**config.mk**
```make
export PLATFORM = sky130hd
export DESIGN_NAME = afecr_top
export DESIGN_NICKNAME = d
export VERILOG_FILES = /design/src/afecr_pkg.sv /design/src/afecr_coef_mem.sv /design/src/afecr_top.sv
export SDC_FILE = /design/constraint.sdc
export NUM_CORES = 1
export LEC_CHECK = 0
export ABC_CLOCK_PERIOD_IN_PS = 12800
export BUFFER_PORTS_ARGS = -buffer_cell sky130_fd_sc_hd__buf_2
export CAP_MARGIN = 20
export CORE_MARGIN = 1.5
export CORE_UTILIZATION = 55
export DETAILED_ROUTE_END_ITERATION = 10
export HOLD_SLACK_MARGIN = 0.05
export PLACE_DENSITY_LB_ADDON = 0.3
export SLEW_MARGIN = 20
export SYNTH_ARGS = -nofsm -noshare
export SYNTH_HDL_FRONTEND = slang
export SYNTH_SLANG_ARGS = --single-unit
```
**constraint.sdc**
```tcl
create_clock -name CLOCK -period 12.8 [get_ports CLOCK]
set_clock_uncertainty 0.15 [all_clocks]
set_input_delay 1.28 -clock CLOCK [delete_from_list [all_inputs] [get_ports CLOCK]]
set_output_delay 1.28 -clock CLOCK [all_outputs]
set_load 0.02 [all_outputs]
```
**src/afecr_pkg.sv**
```systemverilog
/*
  afecr_pkg: constants for the converter front-end control block.
  assumes: included before afecr_coef_mem.sv and afecr_top.sv.
*/
package afecr_pkg;
  // register offsets of the plain register port
  localparam logic [3:0] OFS_CONFIG = 4'h0;
  localparam logic [3:0] OFS_STATUS = 4'h1;
  localparam logic [3:0] OFS_IRQ_MASK = 4'h2;
  localparam logic [3:0] OFS_ROUTE = 4'h3;
  localparam logic [3:0] OFS_OFFSET = 4'h4;
  localparam logic [3:0] OFS_FULLSCALE = 4'h5;
  localparam logic [3:0] OFS_RESULT = 4'h6;
  // configuration field positions
  localparam int CFG_CHAN_LSB = 0;
  localparam int CFG_PSEUDO_BIT = 8;
  localparam int CFG_BUF_BIT = 9;
  localparam int CFG_GAIN_LSB = 10;
  localparam int CFG_REF_PAIR_SELECT_BIT = 13;
  localparam int CFG_REF_DETECT_EN_BIT = 14;
  localparam int CFG_UNIPOLAR_BIT = 15;
  localparam logic [23:0] CFG_RESET = 24'h000200;
  // status / interrupt bit positions
  localparam int ST_REFMISS_BIT = 0;
  localparam int ST_ERR_BIT = 1;
  localparam int ST_RESULT_BIT = 2;
  localparam int ST_CALDONE_BIT = 3;
  localparam int IRQ_BITS = 4;
  // coefficient reset values
  localparam logic [23:0] OFFSET_RESET = 24'h800000;
  localparam logic [23:0] FULLSCALE_RESET = 24'h500000;
  // gain codes and their gains
  localparam logic [2:0] GAIN_CODE_1 = 3'h0;
  localparam logic [2:0] GAIN_CODE_8 = 3'h3;
  localparam logic [2:0] GAIN_CODE_16 = 3'h4;
  localparam logic [2:0] GAIN_CODE_32 = 3'h5;
  localparam logic [2:0] GAIN_CODE_64 = 3'h6;
  localparam logic [2:0] GAIN_CODE_128 = 3'h7;
  localparam logic [7:0] RESULT_MIDSCALE_MSB = 8'h80;
  // common input pin index on the negative mux
  localparam logic [4:0] NEG_COMMON = 5'h10;
endpackage

```
**src/afecr_coef_mem.sv**
```systemverilog
/*
  afecr_coef_mem: two-word calibration coefficient store, registered read.
  assumes: single clock, asynchronous active-high reset; index 0 offset, 1 full scale.
*/
`timescale 1ns/100ps
`default_nettype none
module afecr_coef_mem
  import afecr_pkg::*;
#(
  parameter int WIDTH = 24
) (
  // clock and reset
  input wire logic clk,
  input wire logic rst,
  // write side
  input wire logic wr_en,
  input wire logic wr_idx,
  input wire logic [WIDTH-1:0] wr_data,
  // read side
  input wire logic rd_idx,
  output var logic [WIDTH-1:0] rd_data
);
  typedef struct packed {
    logic [1:0][WIDTH-1:0] word;
    logic [WIDTH-1:0] rd;
  } afecr_mem_s;

  afecr_mem_s st_reg;
  afecr_mem_s st_next;

  initial begin
    if (WIDTH != 24) $error("afecr_coef_mem: WIDTH must be 24");
  end

  // write one word, read data registered
  always_comb begin
    st_next = st_reg;
    if (wr_en) begin
      st_next.word[wr_idx] = wr_data;
    end
    st_next.rd = st_reg.word[rd_idx];
  end

  // state register
  always_ff @(posedge clk or posedge rst) begin
    if (rst) begin
      st_reg.word[0] <= OFFSET_RESET;
      st_reg.word[1] <= FULLSCALE_RESET;
      st_reg.rd <= '0;
    end else begin
      st_reg <= st_next;
    end
  end

  assign rd_data = st_reg.rd;
endmodule // afecr_coef_mem
`default_nettype wire

```
**src/afecr_top.sv**
```systemverilog
/*
  afecr_top: front-end control of a 24-bit sigma-delta converter: channel
  routing, buffer, gain, reference choice, polarity, reference detect,
  result clamping and calibration-coefficient guarding.
  assumes: one 250 MHz clock; all inputs synchronous to it; the analog
  comparator delivers the reference level already split into a low and a
  high indication; a host on the plain register port.
*/
`timescale 1ns/100ps
`default_nettype none
// Behaviour
// - any of sixteen pins positive or negative
// - routing from channel field and pseudo bit
// - buffer in path when buffer bit set
// - gain 1,8,16,32,64,128 from gain field
// - reference pair chosen by select bit
// - select one turns second pair to reference
// - detection only when detect enable set
// - flag cleared above high threshold
// - flag undefined between thresholds; hold it
// - result all ones while flag active
// - calibration blocked, error set on flag
// - polarity bit picks unipolar or bipolar
// - negative is common or pair member
// - bipolar offset binary, unipolar straight; CONV_RAW coding passed through unchanged
module afecr_top
  import afecr_pkg::*;
#(
  parameter int RES_BITS = 24
) (
  // clock and reset
  input wire logic CLOCK,
  input wire logic RST,
  // register port
  input wire logic [3:0] ADDR,
  input wire logic [23:0] WDATA,
  input wire logic WR,
  input wire logic RD,
  output var logic [23:0] RDATA,
  // reference comparator, modulator results, calibration engine
  input wire logic REF_BELOW_LOW,
  input wire logic REF_ABOVE_HIGH,
  input wire logic CONV_VALID,
  input wire logic [23:0] CONV_RAW,
  input wire logic CAL_DONE,
  input wire logic CAL_IS_FULLSCALE,
  input wire logic [23:0] CAL_COEF,
  // analog switch controls
  output var logic [4:0] MUX_POS,
  output var logic [4:0] MUX_NEG,
  output var logic BUF_ON,
  output var logic [7:0] GAIN_VALUE,
  output var logic REF_PAIR_TWO_SEL,
  output var logic REF_PAIR_TWO_AS_REF,
  output var logic UNIPOLAR,
  output var logic REF_DETECT_ON,
  // result and interrupt
  output var logic RESULT_VALID,
  output var logic [23:0] RESULT,
  output var logic IRQ
);
  typedef struct packed {
    logic [23:0] cfg;
    logic [2:0] gain_code;
    logic ref_missing_flag;
    logic cal_seen_missing;
    logic [IRQ_BITS-1:0] status;
    logic [IRQ_BITS-1:0] mask;
    logic [23:0] result;
    logic result_valid;
    logic [23:0] rdata;
    logic rd_coef;
    logic [4:0] mux_pos;
    logic [4:0] mux_neg;
  } afecr_state_s;

  afecr_state_s st_reg;
  afecr_state_s st_next;
  logic coef_wr;
  logic coef_wr_idx;
  logic [23:0] coef_wr_data;
  logic coef_rd_idx;
  logic [23:0] coef_rd;
  logic [7:0] chan_sel;
  logic pseudo_sel;
  logic [2:0] gain_field;
  logic [23:0] clamp_res;

  initial begin
    if (RES_BITS != 24) $error("afecr_top: RES_BITS must be 24");
  end

  // coefficient store; reads come back registered
  afecr_coef_mem #(.WIDTH(24)) u_coef (
    .clk(CLOCK),
    .rst(RST),
    .wr_en(coef_wr),
    .wr_idx(coef_wr_idx),
    .wr_data(coef_wr_data),
    .rd_idx(coef_rd_idx),
    .rd_data(coef_rd)
  );

  // field views of the configuration register and of the write data (gain field); coefficient read index
  assign chan_sel = st_reg.cfg[CFG_CHAN_LSB +: 8];
  assign pseudo_sel = st_reg.cfg[CFG_PSEUDO_BIT];
  assign gain_field = WDATA[CFG_GAIN_LSB +: 3];
  assign coef_rd_idx = (ADDR == OFS_FULLSCALE);

  // coefficient write: host write, or calibration not spoiled by a missing reference
  always_comb begin
    coef_wr = 1'b0;
    coef_wr_idx = 1'b0;
    coef_wr_data = WDATA;
    if (WR && (ADDR == OFS_OFFSET || ADDR == OFS_FULLSCALE)) begin
      coef_wr = 1'b1;
      coef_wr_idx = (ADDR == OFS_FULLSCALE);
    end else if (CAL_DONE && !st_reg.cal_seen_missing && !st_reg.ref_missing_flag) begin
      coef_wr = 1'b1;
      coef_wr_idx = CAL_IS_FULLSCALE;
      coef_wr_data = CAL_COEF;
    end
  end

  // result path: clamp to all ones while reference missing; coding passes through
  always_comb begin
    clamp_res = CONV_RAW;
    if (st_reg.ref_missing_flag) begin
      clamp_res = '1;
    end
  end

  // next-state logic
  always_comb begin
    logic [IRQ_BITS-1:0] ev;
    ev = '0;
    st_next = st_reg;
    st_next.result_valid = 1'b0;
    st_next.rd_coef = 1'b0;

    // configuration write; gain kept when code is reserved
    if (WR && ADDR == OFS_CONFIG) begin
      st_next.cfg = WDATA;
      unique case (gain_field)
        GAIN_CODE_1, GAIN_CODE_8, GAIN_CODE_16,
        GAIN_CODE_32, GAIN_CODE_64, GAIN_CODE_128: begin
          st_next.gain_code = gain_field;
        end
        default: begin
          st_next.gain_code = st_reg.gain_code;
        end
      endcase
      st_next.cfg[CFG_GAIN_LSB +: 3] = st_next.gain_code;
    end

    // channel routing: field high nibble positive, low nibble negative unless the pseudo bit selects the common pin
    st_next.mux_pos = {1'b0, chan_sel[7:4]};
    if (pseudo_sel) begin
      st_next.mux_neg = NEG_COMMON;
    end else begin
      st_next.mux_neg = {1'b0, chan_sel[3:0]};
    end

    // reference detect; flag held inside the undefined band
    if (st_reg.cfg[CFG_REF_DETECT_EN_BIT]) begin
      if (REF_BELOW_LOW) begin
        st_next.ref_missing_flag = 1'b1;
      end else if (REF_ABOVE_HIGH) begin
        st_next.ref_missing_flag = 1'b0;
      end
    end else begin
      st_next.ref_missing_flag = 1'b0;
    end
    if (st_next.ref_missing_flag && !st_reg.ref_missing_flag) begin
      ev[ST_REFMISS_BIT] = 1'b1;
    end

    // calibration watch: any missing reference during the run spoils it
    if (st_reg.ref_missing_flag) begin
      st_next.cal_seen_missing = 1'b1;
    end
    if (CAL_DONE) begin
      st_next.cal_seen_missing = 1'b0;
      ev[ST_CALDONE_BIT] = 1'b1;
      if (st_reg.cal_seen_missing || st_reg.ref_missing_flag) begin
        ev[ST_ERR_BIT] = 1'b1;
      end
    end

    // conversion result
    if (CONV_VALID) begin
      st_next.result = clamp_res;
      st_next.result_valid = 1'b1;
      ev[ST_RESULT_BIT] = 1'b1;
    end

    // mask write, status write-one-to-clear; a new event wins
    if (WR && ADDR == OFS_IRQ_MASK) begin
      st_next.mask = WDATA[IRQ_BITS-1:0];
    end
    if (WR && ADDR == OFS_STATUS) begin
      st_next.status = st_reg.status & ~WDATA[IRQ_BITS-1:0];
    end
    st_next.status = st_next.status | ev;

    // register reads, data one cycle later
    st_next.rdata = '0;
    if (RD) begin
      unique case (ADDR)
        OFS_CONFIG: st_next.rdata = st_reg.cfg;
        OFS_STATUS: begin
          st_next.rdata[IRQ_BITS-1:0] = st_reg.status;
          st_next.rdata[8] = st_reg.ref_missing_flag;
        end
        OFS_IRQ_MASK: st_next.rdata[IRQ_BITS-1:0] = st_reg.mask;
        OFS_ROUTE: st_next.rdata = {14'h0, st_reg.mux_neg, st_reg.mux_pos};
        OFS_OFFSET, OFS_FULLSCALE: st_next.rd_coef = 1'b1;
        OFS_RESULT: st_next.rdata = st_reg.result;
        default: st_next.rdata = '0;
      endcase
    end
  end

  // state register
  always_ff @(posedge CLOCK or posedge RST) begin
    if (RST) begin
      st_reg <= '0;
      st_reg.cfg <= CFG_RESET;
      st_reg.result <= {RESULT_MIDSCALE_MSB, 16'h0000};
    end else begin
      st_reg <= st_next;
    end
  end

  // outputs straight from flip-flops (coefficient read from the memory register)
  assign RDATA = st_reg.rd_coef ? coef_rd : st_reg.rdata;
  assign MUX_POS = st_reg.mux_pos;
  assign MUX_NEG = st_reg.mux_neg;
  assign BUF_ON = st_reg.cfg[CFG_BUF_BIT];
  assign REF_PAIR_TWO_SEL = st_reg.cfg[CFG_REF_PAIR_SELECT_BIT];
  assign REF_PAIR_TWO_AS_REF = st_reg.cfg[CFG_REF_PAIR_SELECT_BIT];
  assign UNIPOLAR = st_reg.cfg[CFG_UNIPOLAR_BIT];
  assign REF_DETECT_ON = st_reg.cfg[CFG_REF_DETECT_EN_BIT];
  assign RESULT_VALID = st_reg.result_valid;
  assign RESULT = st_reg.result;

  // gain decode from the held code
  always_comb begin
    unique case (st_reg.gain_code)
      GAIN_CODE_8: GAIN_VALUE = 8'd8;
      GAIN_CODE_16: GAIN_VALUE = 8'd16;
      GAIN_CODE_32: GAIN_VALUE = 8'd32;
      GAIN_CODE_64: GAIN_VALUE = 8'd64;
      GAIN_CODE_128: GAIN_VALUE = 8'd128;
      default: GAIN_VALUE = 8'd1;
    endcase
  end

  // interrupt from registered status and mask
  assign IRQ = |(st_reg.status & st_reg.mask);
endmodule // afecr_top
`default_nettype wire

```
**Yosys cells after proc, flatten, opt, wreduce, memory -nomap -nowiden**

Index checks and enable logic that the tools add are counted.

- Register bits: 168
- Output and inout bits: 73
- Word-level logic and storage cells: 90

- Order comparisons: 3
- Eq/ne operators: 16
- Multiplexer cells: 34
- Bitwise operators: 4
- Reduce and logical (&&, ||, !) cells: 18

Operators with widths:

| operator | number |
|---|---|
| 2-to-1 mux 24 bit | 7 |
| bitwise mux 48 bit | 1 |
| one-hot mux 15 bit (3 select lines) | 1 |
| one-hot mux 8 bit (5 select lines) | 1 |
| 2-to-1 mux 25 bit | 1 |
| demux 24 bit (select 1 bit) | 1 |
| equality test 3 bit, second input constant | 8 |
| one-hot mux 4 bit (5 select lines) | 1 |
| 2-to-1 mux 1 bit | 16 |
| equality test 4 x 3 -> 1 bit, second input constant | 3 |
| one-hot mux 4 bit (3 select lines) | 1 |
| AND 4 bit | 2 |
| equality test 4 x 2 -> 1 bit, second input constant | 2 |
| logical AND 1 bit | 8 |
| equality test 3 x 2 -> 1 bit, second input constant | 2 |
| OR reduction 6 bit | 1 |
| 2-to-1 mux 5 bit | 1 |
| equality test 4 x 1 -> 1 bit, second input constant | 1 |
| zero test 4 bit | 1 |
| less-than comparator 1 x 2 -> 1 bit, second input constant | 2 |
| 2-to-1 mux 4 bit | 1 |
| NOT 4 bit | 1 |
| OR 4 bit | 1 |
| one-hot mux 1 bit (4 select lines) | 1 |
| 8 further kinds | 10 |

**Depth between registers and ports, before layout**

- Word-level depth: 10
- Mapped depth: 7
- Depth with buffers taken out: 4

**Cells and area by module**

From an unflattened synthesis, not the netlist that was laid out.

- Cell total of the unflattened synthesis: 579
- Area total of the unflattened synthesis: 7848.8 µm²

By module, submodules not included:

| module | times used | cells an instance | area each (µm²) |
|---|---|---|---|
| afecr_top | 1 | 400 | 4789.6 |
| afecr_coef_mem | 1 | 179 | 3059.2 |

**Worst setup path after synthesis**

Ideal clock, no wire load.

- Path kind: reg-to-output
- From: register st_reg[10] in the netlist's numbering
- To: output RDATA[10]
- Arrival time: 1294 ps
- Setup slack: 10076 ps
- Stages on the path, launching flop included: 4
- Buffers on the path: 2
- Path through: dfrtp_1 clkbuf_1 clkbuf_1 mux2_2

- Longest elaborated chain between the ends: 1

RTL lines:

| what | RTL line | source |
|---|---|---|
| start, declared | afecr_top.sv:77 | `afecr_state_s st_reg;` |
| start signal, assigned | afecr_top.sv:231 | `st_reg <= st_next;` |
| 2-to-1 mux 24 bit | afecr_top.sv:236 | `assign RDATA = st_reg.rd_coef ? coef_rd : st_reg.rdata;` |
| end, declared | afecr_top.sv:39 | `output var logic [23:0] RDATA,` |

Every way passes these cells.

**Final worst setup path**

- From: register st_reg[10] in the netlist's numbering
- To: output RDATA[22]

Same word-level chain as after synthesis.

==> flow_summary.ini <==
[critical_path]
path_cells = mux2_2 > buf_2
endpoint_kind = output port
setup.worst_path.end = RDATA[22]
start_kind = flip-flop
critical_path_class = reg -> out
cp.required_ns = 11.37
rr_endpoint = u_coef.st_reg[53]
crit_path_max_incr_delay_ns = 0.78
crit_buf_inv = 1
worstPathArrival_ns = 1.81
crit_start = st_reg[10]
r2r-start = st_reg[69]
crit_fanout = 24
crit_slowest_cell = dfrtp_2
cp.depth = 2
cp_top_family = flip-flops
worstRegToRegCells = 4
regToRegSetupSlack_ns = 10.22

[detailed_routing]
drc = 0
drtIter0Drc = 504
wl_per_cell_um = 18.4
vias = 5123
viasPerCell = 5.58
ant_nets = 0
drt_first_pass_iters = 6
routed_wl_mm = 16.9

[clock_tree]
clock_latency_ns = 0.42
cts_buffers = 17
cts_tree = yes
path_clk_slew_ns = 0.06
cts.sinks = 165
cts_resized = 0
postCtsSetupBuffers = 0
cts_root_buf = clkbuf_16
ctsHtreeMaxLevel = 4
clockBufferDepth = 2
hold_buffers = 0

[final_layout]
multiInputGateArea_mm2 = 0.00258
largest_reg_flops = 48
n_fill_cell = 975
area_delta_synth_final_pct = 16.5
regArea_mm2 = 0.00414
nets = 816
final_common_cell = dfrtp_1
drive_above_1_share_pct = 36.6
final_cell_mix = dfrtp_1, buf_2, nor2_1

[synthesis]
synth_top_family_by_area = multiplexers
yosysUniqueCellTypes = 36
synth_compound_area_share_pct = 10.2
synth-simple-area-share_pct = 10.0
synth.avg_cell_area_um2 = 11.4
syn_inst = 627
ys.warnings.count = 0
synthMuxAreaShare_pct = 15.1
synth_ff_type = dfrtp_1
netlist_area_mm2 = 0.00717
async_reset_ff_share_pct = 100
synth_fa_ha_area_share_pct = 0
synthXorXnorAreaFrac_pct = 0.122
yosysSeqAreaShare_pct = 57.6
ys_seq_elements = 165
synth-edff-count = 0

[grt]
grt_pass1_vias = 4766
grt_max_degree = 111
grt_util_all_layers_pct = 25.7
grt_overflow_total = 0
antenna_found_initial = 2
grt_first_pass_wirelength_mm = 25.8

[timing]
fin_setup_tns_ns = 0
setup-violations-final = 0
slew_violations = 0
fin_crit_sh_pct = 25.3
fmax_mhz = 309
hold_ws_ns = 0.253
min_period_ns = 3.24
timing.slew.headroom_pct = 28.3
rsz0062_at_grt = no
tightest_slew_ns = 1.07
hold_viol = 0

[flow_run]
maxCapViolCount = 0

[pwr]
leakagePower_nw = 3.84
powerDensity_mw_per_mm2 = 170
max-vdd-ir-drop_v = 0.0000966

[floorplan]
start_util_pct = 56.6
pin_count = 158
dieWidth_um = 117
die_area_mm2 = 0.0137
die_y_um = 117
core_mm2 = 0.0127
std_cell_rows = 41

[run_status]
outcome = complete, no violations

[place]
gp_congestion = 0.915
io_buffers = 154
hpwl_mm = 11.8

[worst_hold_path]
worstHoldPathType = reg -> reg
layer usage:
layer,vias up,part of all wire [%],GRT usage (%)
li1,2344,-,-
met1,2526,47,38.9
met2,220,44,35.3
met3,33,7.2,6.18
met4,0,2.5,11.5
met5,-,0,0
cell type report:
class,count,area share (%)
flip-flops and latches,165,49.5
inverters,4,0.239
clock buffers,27,6.14
well taps,172,2.57
repair buffers,160,9.76
multi-input cells,383,30.8
clock inverters,5,0.898
diodes,2,0.0599
metrics by stage:
stage / setup slack [ns] / total power, mW / util [%] / cell area [um^2] / std cells
detailed placement: 9.34 / 0.924 / 61.3 / 7760 / 884
global route: 9.52 / 1.49 / 65.9 / 8350 / 916
CTS: 9.20 / 1.43 / 65.9 / 8350 / 916
finish: 9.56 / 1.42 / 66.0 / 8360 / 918
floorplan: 6.92 / 0.859 / - / 7180 / 629
global placement: 9.37 / 0.908 / 61.3 / 7760 / 884
synthesized netlist by cell type (all sizes together), types with 2 or more instances:
cell type / number / area, um^2
dfrtp: 160 / 4000
nor2: 107 / 402
a21oi: 79 / 395
mux2: 74 / 833
buf: 64 / 428
mux2i: 25 / 250
a22oi: 22 / 165
nor2b: 19 / 119
clkbuf: 13 / 48.8
nand2: 10 / 37.5
a222oi: 9 / 90.1
and3: 5 / 31.3
dfstp: 5 / 131
nand3: 5 / 25.0
inv: 4 / 15.0
o22ai: 4 / 25.0
nor3b: 3 / 27.5
o21ai: 3 / 15.0
a21o: 2 / 15.0
nand2b: 2 / 12.5
cells by family after synthesis:
kind of cell	Yosys count
and+or+nand+nor	158
DFF	165
muxes	99
AOI/OAI and AO/OA	122
xor gates and xnor gates	1
other	1
buffers and inverters	81
where the power goes:
part	switching [mW]	internal, mW
sequential	0.0634	0.620
clock	0.192	0.313
combinational	0.131	0.102
worst min-delay path by stage:
stage                startpoint    endpoint  slack (ns)  cells past startpoint
floorplan           chan_sel[5]  MUX_POS[1]        0.22                      0
global placement    chan_sel[4]  MUX_POS[0]        0.23                      0
detailed placement  chan_sel[7]  MUX_POS[3]        0.24                      0
CTS                 chan_sel[7]  MUX_POS[3]        0.25                      0
global route        chan_sel[4]  MUX_POS[0]        0.26                      0
finish              chan_sel[7]  MUX_POS[3]        0.25                      0
(Power assumes the default switching activity.)
